**config.mk**
```make
export PLATFORM = sky130hd
export DESIGN_NAME = ucc_ctrl1
export DESIGN_NICKNAME = d
export VERILOG_FILES = /design/src/ucc_pkg.sv /design/src/ucc_sync2.sv /design/src/ucc_autopd.sv /design/src/ucc_ctrl1.sv
export SDC_FILE = /design/constraint.sdc
export NUM_CORES = 1
export LEC_CHECK = 0
export ABC_AREA = 1
export CAP_MARGIN = 20
export CORE_MARGIN = 2
export CORE_UTILIZATION = 40
export DETAILED_ROUTE_END_ITERATION = 10
export DONT_BUFFER_PORTS = 1
export PLACE_DENSITY = 0.55
export SLEW_MARGIN = 15
export SYNTH_ARGS = -nofsm -noshare
export SYNTH_HDL_FRONTEND = slang
export SYNTH_SLANG_ARGS = --single-unit
```
**constraint.sdc**
```tcl
create_clock -name clk -period 2.15 [get_ports clk]
set_clock_uncertainty 0.1 [all_clocks]
set_input_delay 0.215 -clock clk [delete_from_list [all_inputs] [get_ports clk]]
set_output_delay 0.215 -clock clk [all_outputs]
set_load 0.05 [all_outputs]
```
**src/ucc_pkg.sv**
```systemverilog
// shared constants, field positions and carrier types for the upconverter control word
package ucc_pkg;

   // serial frame geometry
   localparam int WORD_W        = 32;
   localparam int INSTR_W       = 8;
   localparam int ADDR_W        = 5;
   localparam int INSTR_RW_BIT  = 7;
   localparam int CNT_W         = 6;

   // address of core_control_word_one on the serial port
   localparam logic [ADDR_W-1:0] CTRL1_ADDR = 5'h00;

   // field positions inside core_control_word_one
   localparam int MODE_HI_BIT      = 25;
   localparam int MODE_LO_BIT      = 24;
   localparam int SINE_SEL_BIT     = 16;
   localparam int ACC_AUTOCLR_BIT  = 13;
   localparam int ACC_CLR_BIT      = 11;
   localparam int RAMP_RELOAD_BIT  = 10;
   localparam int KEY_EN_BIT       = 9;
   localparam int KEY_AUTO_BIT     = 8;
   localparam int CORE_PD_BIT      = 7;
   localparam int CONV_PD_BIT      = 6;
   localparam int REFERENCE_CLOCK_INPUT_PD_BIT    = 5;
   localparam int AUX_PD_BIT       = 4;
   localparam int SLEEP_FAST_BIT   = 3;
   localparam int AUTO_PD_BIT      = 2;
   localparam int IN_ONLY_BIT      = 1;
   localparam int LSB_FIRST_BIT    = 0;

   // implemented bits, reset value and immediate bits
   localparam logic [WORD_W-1:0] CTRL1_MASK  = 32'h0301_2FFF;
   localparam logic [WORD_W-1:0] CTRL1_RESET = 32'h0000_0000;
   localparam logic [WORD_W-1:0] CTRL1_IMMED = 32'h0000_00A0;

   // operating mode encodings
   localparam logic [1:0] MODE_QUAD = 2'h0;
   localparam logic [1:0] MODE_TONE = 2'h1;

   // serial frame phases
   typedef enum logic [1:0] {SP_INSTR, SP_DATA, SP_DONE} ucc_sp_state_t;

   // automatic power-down states
   typedef enum logic [1:0] {APD_RUN, APD_FLUSH, APD_STOP} ucc_apd_state_t;

   // synthesizer-side controls
   typedef struct packed {
      logic       sine_sel;
      logic       acc_hold;
      logic       acc_sync_clr;
      logic       ramp_reload;
      logic       keying_en;
      logic       keying_auto;
   } ucc_dds_ctl_t;

   // power controls
   typedef struct packed {
      logic       core_clk_stop;
      logic       conv_pd;
      logic       reference_clock_input_pd;
      logic       aux_conv_pd;
      logic       full_pd;
      logic       fast_pd;
      logic       chain_flush;
   } ucc_pwr_ctl_t;

   // operating mode decode
   typedef struct packed {
      logic       quad;
      logic       tone;
      logic       interp;
   } ucc_mode_t;

endpackage : ucc_pkg

```
**src/ucc_sync2.sv**
```systemverilog
// two-flop synchroniser for a group of pin inputs
`timescale 1ns/10ps
module ucc_sync2
   import ucc_pkg::*;
#(
   parameter int           W    = 1,
   parameter logic [W-1:0] INIT = '0
)
(
   input  wire logic         clk,
   input  wire logic         resetn,
   input  wire logic [W-1:0] d,
   output logic      [W-1:0] q
);

   logic [W-1:0] meta_r;

   // first stage feeds only the second
   always_ff @(posedge clk or negedge resetn)
   begin
      if (!resetn)
      begin
         meta_r <= INIT;
         q      <= INIT;
      end
      else
      begin
         meta_r <= d;
         q      <= meta_r;
      end
   end

endmodule : ucc_sync2

```
**src/ucc_autopd.sv**
```systemverilog
// automatic power-down sequencer driven by the transmit gate
`timescale 1ns/10ps
module ucc_autopd
   import ucc_pkg::*;
#(
   parameter int FLUSH_CYCLES = 16
)
(
   input  wire logic clk,
   input  wire logic resetn,
   input  wire logic enable,
   input  wire logic gate,
   output logic      flush,
   output logic      stop
);

   localparam int FC_W = $clog2(FLUSH_CYCLES + 1);

   ucc_apd_state_t    state_r;
   logic [FC_W-1:0]   cnt_r;

   // run, flush residual data, then hold clocks stopped
   always_ff @(posedge clk or negedge resetn)
   begin
      if (!resetn)
      begin
         state_r <= APD_RUN;
         cnt_r   <= '0;
      end
      else if (!enable || gate)
      begin
         state_r <= APD_RUN;
         cnt_r   <= '0;
      end
      else
      begin
         unique case (state_r)
            APD_RUN:
            begin
               state_r <= APD_FLUSH;
               cnt_r   <= '0;
            end
            APD_FLUSH:
            begin
               if (cnt_r == FC_W'(FLUSH_CYCLES - 1))
                  state_r <= APD_STOP;
               cnt_r <= cnt_r + 1'b1;
            end
            APD_STOP:
               state_r <= APD_STOP;
         endcase
      end
   end

   // state-decoded outputs
   assign flush = (state_r == APD_FLUSH);
   assign stop  = (state_r == APD_STOP);

endmodule : ucc_autopd

```
**src/ucc_ctrl1.sv**
```systemverilog
// core_control_word_one: serial port, staging and committed copies, control outputs
`timescale 1ns/10ps
module ucc_ctrl1
   import ucc_pkg::*;
#(
   parameter int FLUSH_CYCLES = 16
)
(
   input  wire logic         clk,
   input  wire logic         resetn,
   input  wire logic         sclk,
   input  wire logic         cs_n,
   input  wire logic         sdio_in,
   output logic              sdio_out,
   output logic              sdio_oe_n,
   output logic              sdo,
   input  wire logic         io_update,
   input  wire logic [2:0]   profile,
   input  wire logic         transmit_gate_pin,
   input  wire logic         external_sleep_pin,
   output ucc_dds_ctl_t      dds_ctl,
   output ucc_pwr_ctl_t      pwr_ctl,
   output ucc_mode_t         mode,
   output logic [WORD_W-1:0] ctrl_word
);

   // shift one bit into a word in either order
   function automatic logic [WORD_W-1:0] shift_in(input logic [WORD_W-1:0] w,
                                                   input logic b,
                                                   input logic lsb_first);
      if (lsb_first)
         return {b, w[WORD_W-1:1]};
      else
         return {w[WORD_W-2:0], b};
   endfunction : shift_in

   // bit that leaves a word first in either order
   function automatic logic out_bit(input logic [WORD_W-1:0] w,
                                    input logic lsb_first);
      return lsb_first ? w[0] : w[WORD_W-1];
   endfunction : out_bit

   // word after its leading bit has left
   function automatic logic [WORD_W-1:0] shift_out(input logic [WORD_W-1:0] w,
                                                    input logic lsb_first);
      return lsb_first ? {1'b0, w[WORD_W-1:1]} : {w[WORD_W-2:0], 1'b0};
   endfunction : shift_out

   // instruction addresses this register
   function automatic logic addr_hit(input logic [INSTR_W-1:0] instr);
      return (instr[ADDR_W-1:0] == CTRL1_ADDR);
   endfunction : addr_hit

   // positions of each pin in the synchroniser word
   localparam int PIN_SCLK  = 0;
   localparam int PIN_SDIO  = 1;
   localparam int PIN_UPD   = 2;
   localparam int PIN_CSN   = 3;
   localparam int PIN_GATE  = 4;
   localparam int PIN_SLEEP = 5;
   localparam int PIN_PROF  = 6;

   // synchronised pins; frame select starts high so no frame opens at reset
   localparam int PIN_W = 9;
   localparam logic [PIN_W-1:0] PIN_INIT = 9'h008;

   logic [PIN_W-1:0]  pins_s;
   logic              sclk_s;
   logic              cs_n_s;
   logic              sdio_s;
   logic              upd_s;
   logic              gate_s;
   logic              sleep_s;
   logic [2:0]        prof_s;

   // frame state
   logic              sclk_d_r;
   logic              upd_d_r;
   logic [2:0]        prof_d_r;
   ucc_sp_state_t     sp_state_r;
   logic [CNT_W-1:0]  bit_cnt_r;
   logic [WORD_W-1:0] shift_r;
   logic [WORD_W-1:0] shift_nxt;
   logic [INSTR_W-1:0] instr_nxt;
   logic              rd_r;
   logic              hit_r;
   logic [WORD_W-1:0] tx_r;
   logic              tx_bit_r;
   logic              wr_pulse_r;
   logic [WORD_W-1:0] wdata_r;

   // register copies
   logic [WORD_W-1:0] stage_r;
   logic [WORD_W-1:0] active_r;
   logic [WORD_W-1:0] active_nxt;

   // decoded events
   logic              sclk_rise;
   logic              sclk_fall;
   logic              upd_rise;
   logic              prof_chg;
   logic              lsb_first;
   logic              in_only;
   logic              instr_last;
   logic              data_last;

   // control outputs
   logic              acc_sync_clr_r;
   logic              ramp_reload_r;
   logic              apd_enable;
   logic              apd_flush;
   logic              apd_stop;

   // pins cross into the clock domain
   ucc_sync2 #(
      .W    (PIN_W),
      .INIT (PIN_INIT)
   ) u_sync (
      .clk    (clk),
      .resetn (resetn),
      .d      ({profile, external_sleep_pin, transmit_gate_pin, cs_n, io_update, sdio_in, sclk}),
      .q      (pins_s)
   );

   // unpack synchronised pins
   assign sclk_s  = pins_s[PIN_SCLK];
   assign sdio_s  = pins_s[PIN_SDIO];
   assign upd_s   = pins_s[PIN_UPD];
   assign cs_n_s  = pins_s[PIN_CSN];
   assign gate_s  = pins_s[PIN_GATE];
   assign sleep_s = pins_s[PIN_SLEEP];
   assign prof_s  = pins_s[PIN_PROF +: 3];

   // edge history of synchronised pins
   always_ff @(posedge clk or negedge resetn)
   begin
      if (!resetn)
      begin
         sclk_d_r <= 1'b0;
         upd_d_r  <= 1'b0;
         prof_d_r <= 3'h0;
      end
      else
      begin
         sclk_d_r <= sclk_s;
         upd_d_r  <= upd_s;
         prof_d_r <= prof_s;
      end
   end

   // edge and change detection
   assign sclk_rise = sclk_s & ~sclk_d_r;
   assign sclk_fall = ~sclk_s & sclk_d_r;
   assign upd_rise  = upd_s & ~upd_d_r;
   assign prof_chg  = (prof_s != prof_d_r);

   // port format bits follow the committed copy
   assign lsb_first = active_r[LSB_FIRST_BIT];
   assign in_only   = active_r[IN_ONLY_BIT];

   // next shift value and instruction view
   assign shift_nxt  = shift_in(shift_r, sdio_s, lsb_first);
   assign instr_nxt  = lsb_first ? shift_nxt[WORD_W-1:WORD_W-INSTR_W] : shift_nxt[INSTR_W-1:0];
   assign instr_last = (sp_state_r == SP_INSTR) && (bit_cnt_r == CNT_W'(INSTR_W - 1));
   assign data_last  = (sp_state_r == SP_DATA) && (bit_cnt_r == CNT_W'(WORD_W - 1));

   // frame sequencing: instruction byte then one word
   always_ff @(posedge clk or negedge resetn)
   begin
      if (!resetn)
      begin
         sp_state_r <= SP_INSTR;
         bit_cnt_r  <= '0;
         shift_r    <= '0;
         rd_r       <= 1'b0;
         hit_r      <= 1'b0;
      end
      else if (cs_n_s)
      begin
         sp_state_r <= SP_INSTR;
         bit_cnt_r  <= '0;
         shift_r    <= '0;
         rd_r       <= 1'b0;
         hit_r      <= 1'b0;
      end
      else if (sclk_rise && sp_state_r != SP_DONE)
      begin
         if (instr_last)
         begin
            sp_state_r <= SP_DATA;
            bit_cnt_r  <= '0;
            shift_r    <= '0;
            rd_r       <= instr_nxt[INSTR_RW_BIT];
            hit_r      <= addr_hit(instr_nxt);
         end
         else if (data_last)
         begin
            sp_state_r <= SP_DONE;
            bit_cnt_r  <= '0;
            shift_r    <= shift_nxt;
         end
         else
         begin
            bit_cnt_r <= bit_cnt_r + 1'b1;
            shift_r   <= shift_nxt;
         end
      end
   end

   // write strobe at end of a matching write frame
   always_ff @(posedge clk or negedge resetn)
   begin
      if (!resetn)
      begin
         wr_pulse_r <= 1'b0;
         wdata_r    <= '0;
      end
      else
      begin
         wr_pulse_r <= sclk_rise && !cs_n_s && data_last && !rd_r && hit_r;
         wdata_r    <= shift_nxt & CTRL1_MASK;
      end
   end

   // read data: loaded after the instruction, shifted out on falling edges
   always_ff @(posedge clk or negedge resetn)
   begin
      if (!resetn)
      begin
         tx_r     <= '0;
         tx_bit_r <= 1'b0;
      end
      else if (sclk_rise && !cs_n_s && instr_last)
      begin
         tx_r <= addr_hit(instr_nxt) ? (active_r & CTRL1_MASK) : '0;
      end
      else if (sclk_fall && !cs_n_s && rd_r && sp_state_r == SP_DATA)
      begin
         tx_bit_r <= out_bit(tx_r, lsb_first);
         tx_r     <= shift_out(tx_r, lsb_first);
      end
   end

   // data pin turns around only in two-wire reads; three-wire reads use sdo
   assign sdio_out  = tx_bit_r;
   assign sdio_oe_n = ~(!cs_n_s && rd_r && sp_state_r == SP_DATA && !in_only);
   assign sdo       = tx_bit_r;

   // staging copy takes every write
   always_ff @(posedge clk or negedge resetn)
   begin
      if (!resetn)
         stage_r <= CTRL1_RESET;
      else if (wr_pulse_r)
         stage_r <= wdata_r;
   end

   // committed copy: strobe commits stage, immediate bits follow writes at once
   always_comb
   begin
      active_nxt = active_r;
      if (upd_rise)
         active_nxt = stage_r;
      if (wr_pulse_r)
         active_nxt = (active_nxt & ~CTRL1_IMMED) | (wdata_r & CTRL1_IMMED);
   end

   // committed copy register
   always_ff @(posedge clk or negedge resetn)
   begin
      if (!resetn)
         active_r <= CTRL1_RESET;
      else
         active_r <= active_nxt;
   end

   // operating mode decode
   assign mode.quad   = (active_r[MODE_HI_BIT:MODE_LO_BIT] == MODE_QUAD);
   assign mode.tone   = (active_r[MODE_HI_BIT:MODE_LO_BIT] == MODE_TONE);
   assign mode.interp = active_r[MODE_HI_BIT];

   // one-cycle clear and reload pulses on strobe or profile change
   always_ff @(posedge clk or negedge resetn)
   begin
      if (!resetn)
      begin
         acc_sync_clr_r <= 1'b0;
         ramp_reload_r  <= 1'b0;
      end
      else
      begin
         acc_sync_clr_r <= active_nxt[ACC_AUTOCLR_BIT] & (upd_rise | prof_chg);
         ramp_reload_r  <= active_nxt[RAMP_RELOAD_BIT] & (upd_rise | prof_chg);
      end
   end

   // synthesizer controls
   assign dds_ctl.sine_sel     = active_r[SINE_SEL_BIT] & mode.tone;
   assign dds_ctl.acc_hold     = active_r[ACC_CLR_BIT];
   assign dds_ctl.acc_sync_clr = acc_sync_clr_r;
   assign dds_ctl.ramp_reload  = ramp_reload_r;
   assign dds_ctl.keying_en    = active_r[KEY_EN_BIT];
   assign dds_ctl.keying_auto  = active_r[KEY_EN_BIT] & active_r[KEY_AUTO_BIT];

   // automatic power-down unless single tone
   assign apd_enable = active_r[AUTO_PD_BIT] & ~mode.tone;

   ucc_autopd #(
      .FLUSH_CYCLES (FLUSH_CYCLES)
   ) u_autopd (
      .clk    (clk),
      .resetn (resetn),
      .enable (apd_enable),
      .gate   (gate_s),
      .flush  (apd_flush),
      .stop   (apd_stop)
   );

   // power controls
   assign pwr_ctl.core_clk_stop = active_r[CORE_PD_BIT] | apd_stop;
   assign pwr_ctl.conv_pd       = active_r[CONV_PD_BIT];
   assign pwr_ctl.reference_clock_input_pd     = active_r[REFERENCE_CLOCK_INPUT_PD_BIT];
   assign pwr_ctl.aux_conv_pd   = active_r[AUX_PD_BIT];
   assign pwr_ctl.full_pd       = sleep_s & ~active_r[SLEEP_FAST_BIT];
   assign pwr_ctl.fast_pd       = sleep_s & active_r[SLEEP_FAST_BIT];
   assign pwr_ctl.chain_flush   = apd_flush;

   // committed word for observation
   assign ctrl_word = active_r;

endmodule : ucc_ctrl1

```
; ---- Word-level counts from Yosys, hierarchy flattened
; Index checks and enable logic that the tools add are counted.
; W data, S select, Z words.
[totals]
regBits = 172
out_inout_bits = 51
inputBits = 11
[op_classes]
addsub = 2
bitwise = 20
n_reduce_logical = 32
eq_ne = 10
n_mux = 31
[op_table]
columns = operator, count
row1 = $mux W32, 9
row2 = $or A32 B8 Y32, 1
row3 = $mux W26, 1
row4 = $mux W6, 4
row5 = $logic_and A1 B1 Y1, 14
row6 = $mux W2, 6
row7 = $and A1 B1 Y1, 10
row8 = $pmux W5 S2, 1
row9 = $mux W8, 1
row10 = $reduce_bool A2 Y1, 4
row11 = $mux W1, 7
row12 = $not A1 Y1, 7
row13 = $add A6 B1 Y6 const B, 1
row14 = $eq A2 B1 Y1 const B, 3
row15 = $eq A6 B3 Y1 const B, 1
row16 = $eq A6 B5 Y1 const B, 1
row17 = $logic_not A2 Y1, 3
row18 = $pmux W2 S3, 1
row19 = $reduce_and A2 Y1, 3
row20 = $reduce_bool A3 Y1, 2
row21 = $add A5 B1 Y5 const B, 1
row22 = $eq A5 B4 Y1 const B, 1
row23 = $logic_not A5 Y1, 1
row24 = $mux W5, 1
row25 = 7 further kinds, 11

; ---- Longest topological paths before layout
; Gate-level depths: netlist of the first run.
[depth]
depth_word = 7
mapped_depth = 11

; ---- Cells and area by module
; From an unflattened synthesis of the first run, not the netlist that was laid out.
[unflattened]
cells_unflattened = 805
hier_area_um2 = 7320.8
[modules_own_cells]
columns = module, seq_area_each_um2, cells_each, instances, area_per_inst_um2
row1 = ucc_ctrl1, 3678.5, 734, 1, 6437.4
row2 = ucc_sync2, 452.9, 18, 1, 452.9
row3 = ucc_autopd, 175.2, 53, 1, 430.4

; ---- Worst setup path after synthesis of the first run
; No wires, ideal clock.
[synth_timing]
path_kind = flip-flop to flip-flop
start = reg with a tool-made name
end = reg u_autopd.state_r[0]
synth_period_minus_slack_ns = 2.225
setup_ns = 0.076
arrival_ns = 2.048
required_time_ns = 1.974
n_path_buf = 0
slack_ns = -0.075
stages_incl_launch_ff = 9
cell_sequence = dfrtp_1 -> inv_1 -> nor2_1 -> nor3_2 -> nand2_1 -> inv_1 -> nand2_1 -> nand3b_1 -> o21ai_1
[synth_rtl]
columns = item, line
row1 = "end signal, assigned", ucc_autopd.sv:27  ; state_r <= APD_RUN;
row2 = "end signal, assigned", ucc_autopd.sv:32  ; state_r <= APD_RUN;
row3 = "end signal, assigned", ucc_autopd.sv:40  ; state_r <= APD_FLUSH;
row4 = "end, declared", ucc_autopd.sv:19  ; ucc_apd_state_t state_r;

==> results.md, run 1 <==
- # nets final: 817
- Period utilization: 88.7%
- Logic pwr share: 3.2%
- Metal3 WL: 620 um
- Hold Crit Class: in2async
- Failing checks: negative hold slack
- Antenna viol nets, final: 0
- Final setup viols: 0
- Worst Path Buf+Inv: 0
- Unrepaired setup endpoints after global routing: false
- Distinct cells, synth: 37
- Vias per cell: 4.92
- Die height: 139 um
- Top_reg_cell synth: dfrtp_1
- Maximum root-to-sink buffer count: 2
- Avg Synthesized Cell Area: 9.32 um2
- Final GP Congestion: 0.796
- Async set-reset flop share out of synthesis: 100%
- Post-synth EDFFs: 0
- Clock sinks: 172
- Met2 WL post-DR: 7.31 mm
- Most area-consuming cells after synthesis: dfrtp_1, o21ai_0, nand2_1, inv_1, nand3_1
- CP required: 1.84 ns
- Critical path's largest stage delay: 0.63 ns
- Crit path kind: reg2out
- Antenna violations before repair: 0
- Area Growth Syn to Fin: 14.1%
- Highest routed layer: met4
- Crit path capture type: output port
- Peak supply drop: 0.000623 V
- Effective utilization at floorplan: 40.8%
- Worst-path maximum fanout: 4
- Commonest cells post-synth: dfrtp_1, nand2_1, o21ai_0
- Rel. slew slack: 57.0%
- Placed Area: 7630 um2
- Flop pwr share: 49.8%
- Final instance area: 8330 um2
- Worst hold margin: -0.602 ns
- Setup TNS: 0 ns
- Core ar.: 17900 um2
- Mapped cell area: 7300 um2
- NetSw: 1.49 mW
- WL final: 15.2 mm
- Arr. time, crit path: 1.59 ns
- M1 wire length: 6.99 mm
- H-Tree Depth: 4
- Power Density: 807 nW/um2
- CTS buffer count: 17
- Drt drc: 0
- Fin. max-slew vios: 0
- Dpl cells: 1001
- CP cell instances: or2_2
- Status: complete, but fails checks
- Synth Register Bits: 172
- Post-synth top area share: 58.3%
- CTS tree: built
- Util after Layout: 46.5%
- Post-CTS setup buffer count: 0
- Full die area: 19300 um2
- First-pass GRT wire length: 25.9 mm
- Worst-margin pin slew: 0.645 ns
- IO Pins: 62
- Crit-path leading delay family: flip-flops
- Largest net degree at the start of global routing: 173
- Count leader, synth: dfrtp_1
- Seq/Total Area, Yosys: 59.0%
- Initial DRC count: 377
- Cells after synthesis: 783
- Setup crit start kind: flop
- Share of cells above drive strength 1: 13.9%
- Final Critical Period: 1.91 ns
- Core Rows: 49
- Post-Layout Cell Count: 1042
- Final Hold Fails: 172
- Ys Warns: 0
- Post-Syn Nets: 800
- Drt first pass iters: 4
- Clock power share: 47.0%
- Hpwl dp: 10.1 mm
- Peak Freq: 524 MHz
- Clk Tree Root Cell: clkbuf_16
- Total gr overflow: 0
- Worst-path clk slew: 0.07 ns
- Total number of vias: 5123
- Switching Fraction: 22.1%
- CP max stage cell: dfrtp_1
- MaxCap Viol Count: 0
- Port buffer count: 0
- Wire length per cell: 14.6 um
- Die width: 139 um
- Clk_lat worst skew: 0.42 ns
- Cell taking the most area after synthesis: dfrtp_1
- Cell internal pwr: 5.23 mW
- Hold buffer count at cts: 9
- Vias in the first global route: 5012
- CTS resizes: 0
- GRT Resource Usage Total: 16.7%
- Antenna diodes: 0
- Pleak: 3.86 nW
[power by group through the flow]
stage / sequential, mW / combinational, mW / clock, mW
3_5_place_dp: 3.41 / 0.206 / 0
5_1_grt: 3.35 / 0.243 / 3.38
4_1_cts: 3.35 / 0.220 / 3.24
3_3_place_gp: 3.40 / 0.201 / 0
6_report: 3.35 / 0.217 / 3.16
2_1_floorplan: 3.40 / 0.162 / 0
[state kept, by name (all words and copies together), names as in the netlist, named ones only]
| register | cells |
|---|---|
| u_autopd.state_r | 2 |
| sp_state_r | 2 |
| upd_d_r | 1 |
| u_sync.meta_r | 9 |
| wr_pulse_r | 1 |
| ramp_reload_r | 1 |
| ctrl_word | 20 |
| u_sync.q | 9 |
| bit_cnt_r | 6 |
| wdata_r | 16 |
| rd_r | 1 |
| sclk_d_r | 1 |
| prof_d_r | 3 |
| u_autopd.cnt_r | 5 |
| stage_r | 16 |
| sdio_out | 1 |
| hit_r | 1 |
| tx_r | 32 |
| shift_r | 32 |
| acc_sync_clr_r | 1 |
[final timing paths]
path / start / to / slack (ns) / depth (start not counted)
setup / recovery: flop / sdio_oe_n / 0.24 / 1
hold / removal: resetn / u_sync.meta_r[2] / -0.60 / 0
hold reg to reg: u_sync.meta_r[7] / u_sync.q[7] / 0.25 / 0
setup reg to reg: bit_cnt_r[0] / tx_r[20] / 0.26 / 10
min in group clk: cs_n / u_sync.meta_r[3] / 0.24 / 1
max in group asynchronous: resetn / u_sync.meta_r[3] / 2.26 / 0
[kinds of logic after synthesis]
kind of cell	after synthesis	share of synthesized area (%)
AND/OR/NAND/NOR	276	16.6
flip-flops	172	59.0
AO/OA/AOI/OAI	162	11.8
XOR/XNOR	6	0.720
buffers and inverters	150	9.12
adder cells (fa/ha/maj)	6	1.03
multiplexers	11	1.68
[stage by stage]
| stage | worst slack, ns | power [mW] |
|---|---|---|
| finish | 0.243 | 6.72 |
| global route | 0.0247 | 6.97 |
| CTS | 0.196 | 6.80 |
| detailed placement | 0.257 | 3.61 |
| global placement | 0.360 | 3.61 |
| floorplan | 0.159 | 3.56 |
[routing by layer]
metal / GRT usage, % / vias to the layer above
met5: 0 / -
met4: 5.74 / 0
met2: 26.5 / 81
li1: - / 2549
met3: 4.35 / 17
met1: 22.2 / 2476
[placed cells by master, fill, tap and decap left out, drive strengths merged, types with 11 or more instances in the layout]
cell / count
a21oi: 13
buf: 35
clkbuf: 19
dfrtp: 170
inv: 104
nand2: 140
nand3: 61
nor2: 53
o21ai: 124
o22ai: 11
[cell type report]
class / instances / area (um2)
clock inverters: 13 / 166
clock buffers: 19 / 443
flip-flops and latches: 172 / 4310
well taps: 229 / 287
repair buffers: 44 / 390
multi-input cells: 461 / 2340
fillers: 1687 / 9570
inverters: 104 / 393
No activity file was read; power rests on OpenSTA's default activity.
==> run 2, diff against run 1 <==
==> constraint.sdc (replaced) <==
create_clock -name clk -period 2.15 [get_ports clk]
set_clock_uncertainty 0.1 [all_clocks]
set_input_delay 0.43 -clock clk [delete_from_list [all_inputs] [get_ports clk]]
set_output_delay 0.43 -clock clk [all_outputs]
set_load 0.05 [all_outputs]
==> run 2 against run 1 <==
Effect of this change:
- the run still ends with negative hold slack left
- final area increased by 0.47%
- die area did not move
- sequential share of layout area decreased by 0.24 points
- critical path type unchanged
- largest cell class unchanged
- highest routed layer unchanged
==> results.md, run 2 (synthesis gave the netlist of run 1 again) <==
- Status: complete, but fails checks
- Failing checks: negative hold slack
- Post-CTS setup buffer count: 0 (unchanged)
- Setup TNS: 0 ns (unchanged)
- Worst-margin pin slew: 0.501 ns (-0.144 ns)
- FILL cells: 1656 (-1.8%)
- CP required: 1.62 ns (-0.22 ns)
- Full die area: 19300 um2 (unchanged)
- Total number of vias: 5217 (+1.8%)
- Crit path capture type: output port
- Most frequent cells in the layout: dfrtp_1, nand2_1, o21ai_0, inv_1, nand3_1
- MaxCap Viol Count: 0 (unchanged)
- CTS buffer count: 17 (unchanged)
- Core ar.: 17900 um2 (unchanged)
- WL final: 15.6 mm (+2.2%)
- M1 wire length: 7.17 mm (+2.6%)
- Final GP Congestion: 0.849 (+6.6%)
- Metal3 WL: 645 um (+4.0%)
- Wire length per cell: 14.9 um (+2.2%)
- Core Rows: 49 (unchanged)
- First-pass GRT wire length: 26.5 mm (+2.2%)
- Util after Layout: 46.7% (+0.22 points)
- Worst hold margin: -0.385 ns (+0.217 ns)
- Hold buffer count at cts: 9 (unchanged)
- Peak Freq: 491 MHz (-6.4%)
- Drt drc: 0 (unchanged)
- Unrepaired setup endpoints after global routing: false
- Pleak: 3.89 nW (+0.75%)
- Arr. time, crit path: 1.51 ns (-0.08 ns)
- Drt first pass iters: 5 (+1)
- Die height: 139 um (unchanged)
- GRT Resource Usage Total: 17.0% (+0.36 points)
- Final Hold Fails: 172 (unchanged)
- Port buffer count: 0 (unchanged)
- Crit path kind: reg2out
- Clk Tree Root Cell: clkbuf_16
- Clk_lat worst skew: 0.42 ns (about the same)
- Met2 WL post-DR: 7.34 mm (+0.45%)
- Antenna diodes: 0 (unchanged)
- Effective utilization at floorplan: 40.8% (unchanged)
- Rel. slew slack: 66.3% (+9.3 points)
- Vias per cell: 5.01 (+1.8%)
- Hpwl dp: 10.4 mm (+2.0%)
- Period utilization: 94.8% (+6.0 points)
- Hold Crit Class: in2async
- Highest routed layer: met4
- Peak supply drop: 0.000506 V (-19%)
- Critical path's largest stage delay: 0.39 ns (-0.24 ns)
- Antenna viol nets, final: 0 (unchanged)
- CTS tree: built
- # nets final: 817 (unchanged)
- Worst-path clk slew: 0.07 ns (about the same)
- Die width: 139 um (unchanged)
- Vias in the first global route: 5146 (+2.7%)
- Initial DRC count: 380 (+0.80%)
- H-Tree Depth: 4 (unchanged)
- Final setup viols: 0 (unchanged)
- Maximum root-to-sink buffer count: 2 (unchanged)
- Total gr overflow: 0 (unchanged)
- Fin. max-slew vios: 0 (unchanged)
- Largest net degree at the start of global routing: 173 (unchanged)
- CP max stage cell: dfrtp_1
- Antenna violations before repair: 0 (unchanged)
- Clock sinks: 172 (unchanged)
- IO Pins: 62 (unchanged)
- Area Growth Syn to Fin: 14.7%
- Setup crit start kind: flop
- Worst-path maximum fanout: 3 (-1)
- Final Critical Period: 2.04 ns (+0.130 ns)
- Commonest non-fill, non-tap cell in the layout: dfrtp_1
- Power Density: 820 nW/um2 (+1.7%)
- CP cell instances: inv_2, nor2_1, nand3_1, or2_4
- Share of cells above drive strength 1: 13.5% (-0.37 points)
## run 2: through the flow
step / std cells / cell area, um2 / setup WS [ns] / total power [mW]
2_1_floorplan: 783 / 7300 / 0.141 / 3.56
3_3_place_gp: 1001 / 7630 / 0.320 / 3.60
3_5_place_dp: 1001 / 7630 / 0.205 / 3.61
4_1_cts: 1042 / 8360 / 0.0758 / 6.95
5_1_grt: 1042 / 8370 / 0.0228 / 7.13
6_report: 1042 / 8370 / 0.113 / 6.86
## run 2: worst max-delay path: cells and delay by family (launching register included)
kind                   cells  cell delay, ns
AND/OR/NAND/NOR            3            0.65
flip-flops                 1            0.39
buffers and inverters      1            0.05
## run 2: layout make-up
class | count | area [um2] | area share (%)
multi-input cells | 461 | 2350 | 28.1
inverters | 104 | 393 | 4.69
clock inverters | 11 | 193 | 2.30
well taps | 229 | 287 | 3.42
flip-flops and latches | 172 | 4310 | 51.5
clock buffers | 21 | 440 | 5.26
repair buffers | 44 | 394 | 4.71
## run 2: timing repair
action	CTS	global route
pin swaps	0	0
gates resized for setup	1	2
hold endpoints to repair	181	172
endpoints found under the setup margin	1	2
## run 2: final timing paths
check	from	to	slack, ns	cells past startpoint
worst min register to register	u_sync.meta_r[4]	u_sync.q[4]	0.25	0
min in group clk	u_sync.meta_r[4]	u_sync.q[4]	0.25	0
worst max-delay path	sp_state_r[0]	sdio_oe_n	0.11	4
worst min-delay path	resetn	u_sync.meta_r[6]	-0.39	0
max in group asynchronous	resetn	u_sync.q[3]	2.02	0
worst max register to register	bit_cnt_r[0]	tx_r[17]	0.28	10
## run 2: power breakdown
group | total (mW) | internal [mW] | switching (mW)
logic | 0.216 | 0.0712 | 0.145
registers | 3.35 | 3.30 | 0.0505
clock network | 3.30 | 2.07 | 1.23
total | 6.86 | 5.43 | 1.43
## run 2: per-layer routing
layer | global-route usage (%) | vias to the layer above
li1 | - | 2557
met1 | 23.0 | 2544
met2 | 26.3 | 101
met3 | 4.45 | 15
met4 | 6.80 | 0
met5 | 0 | -
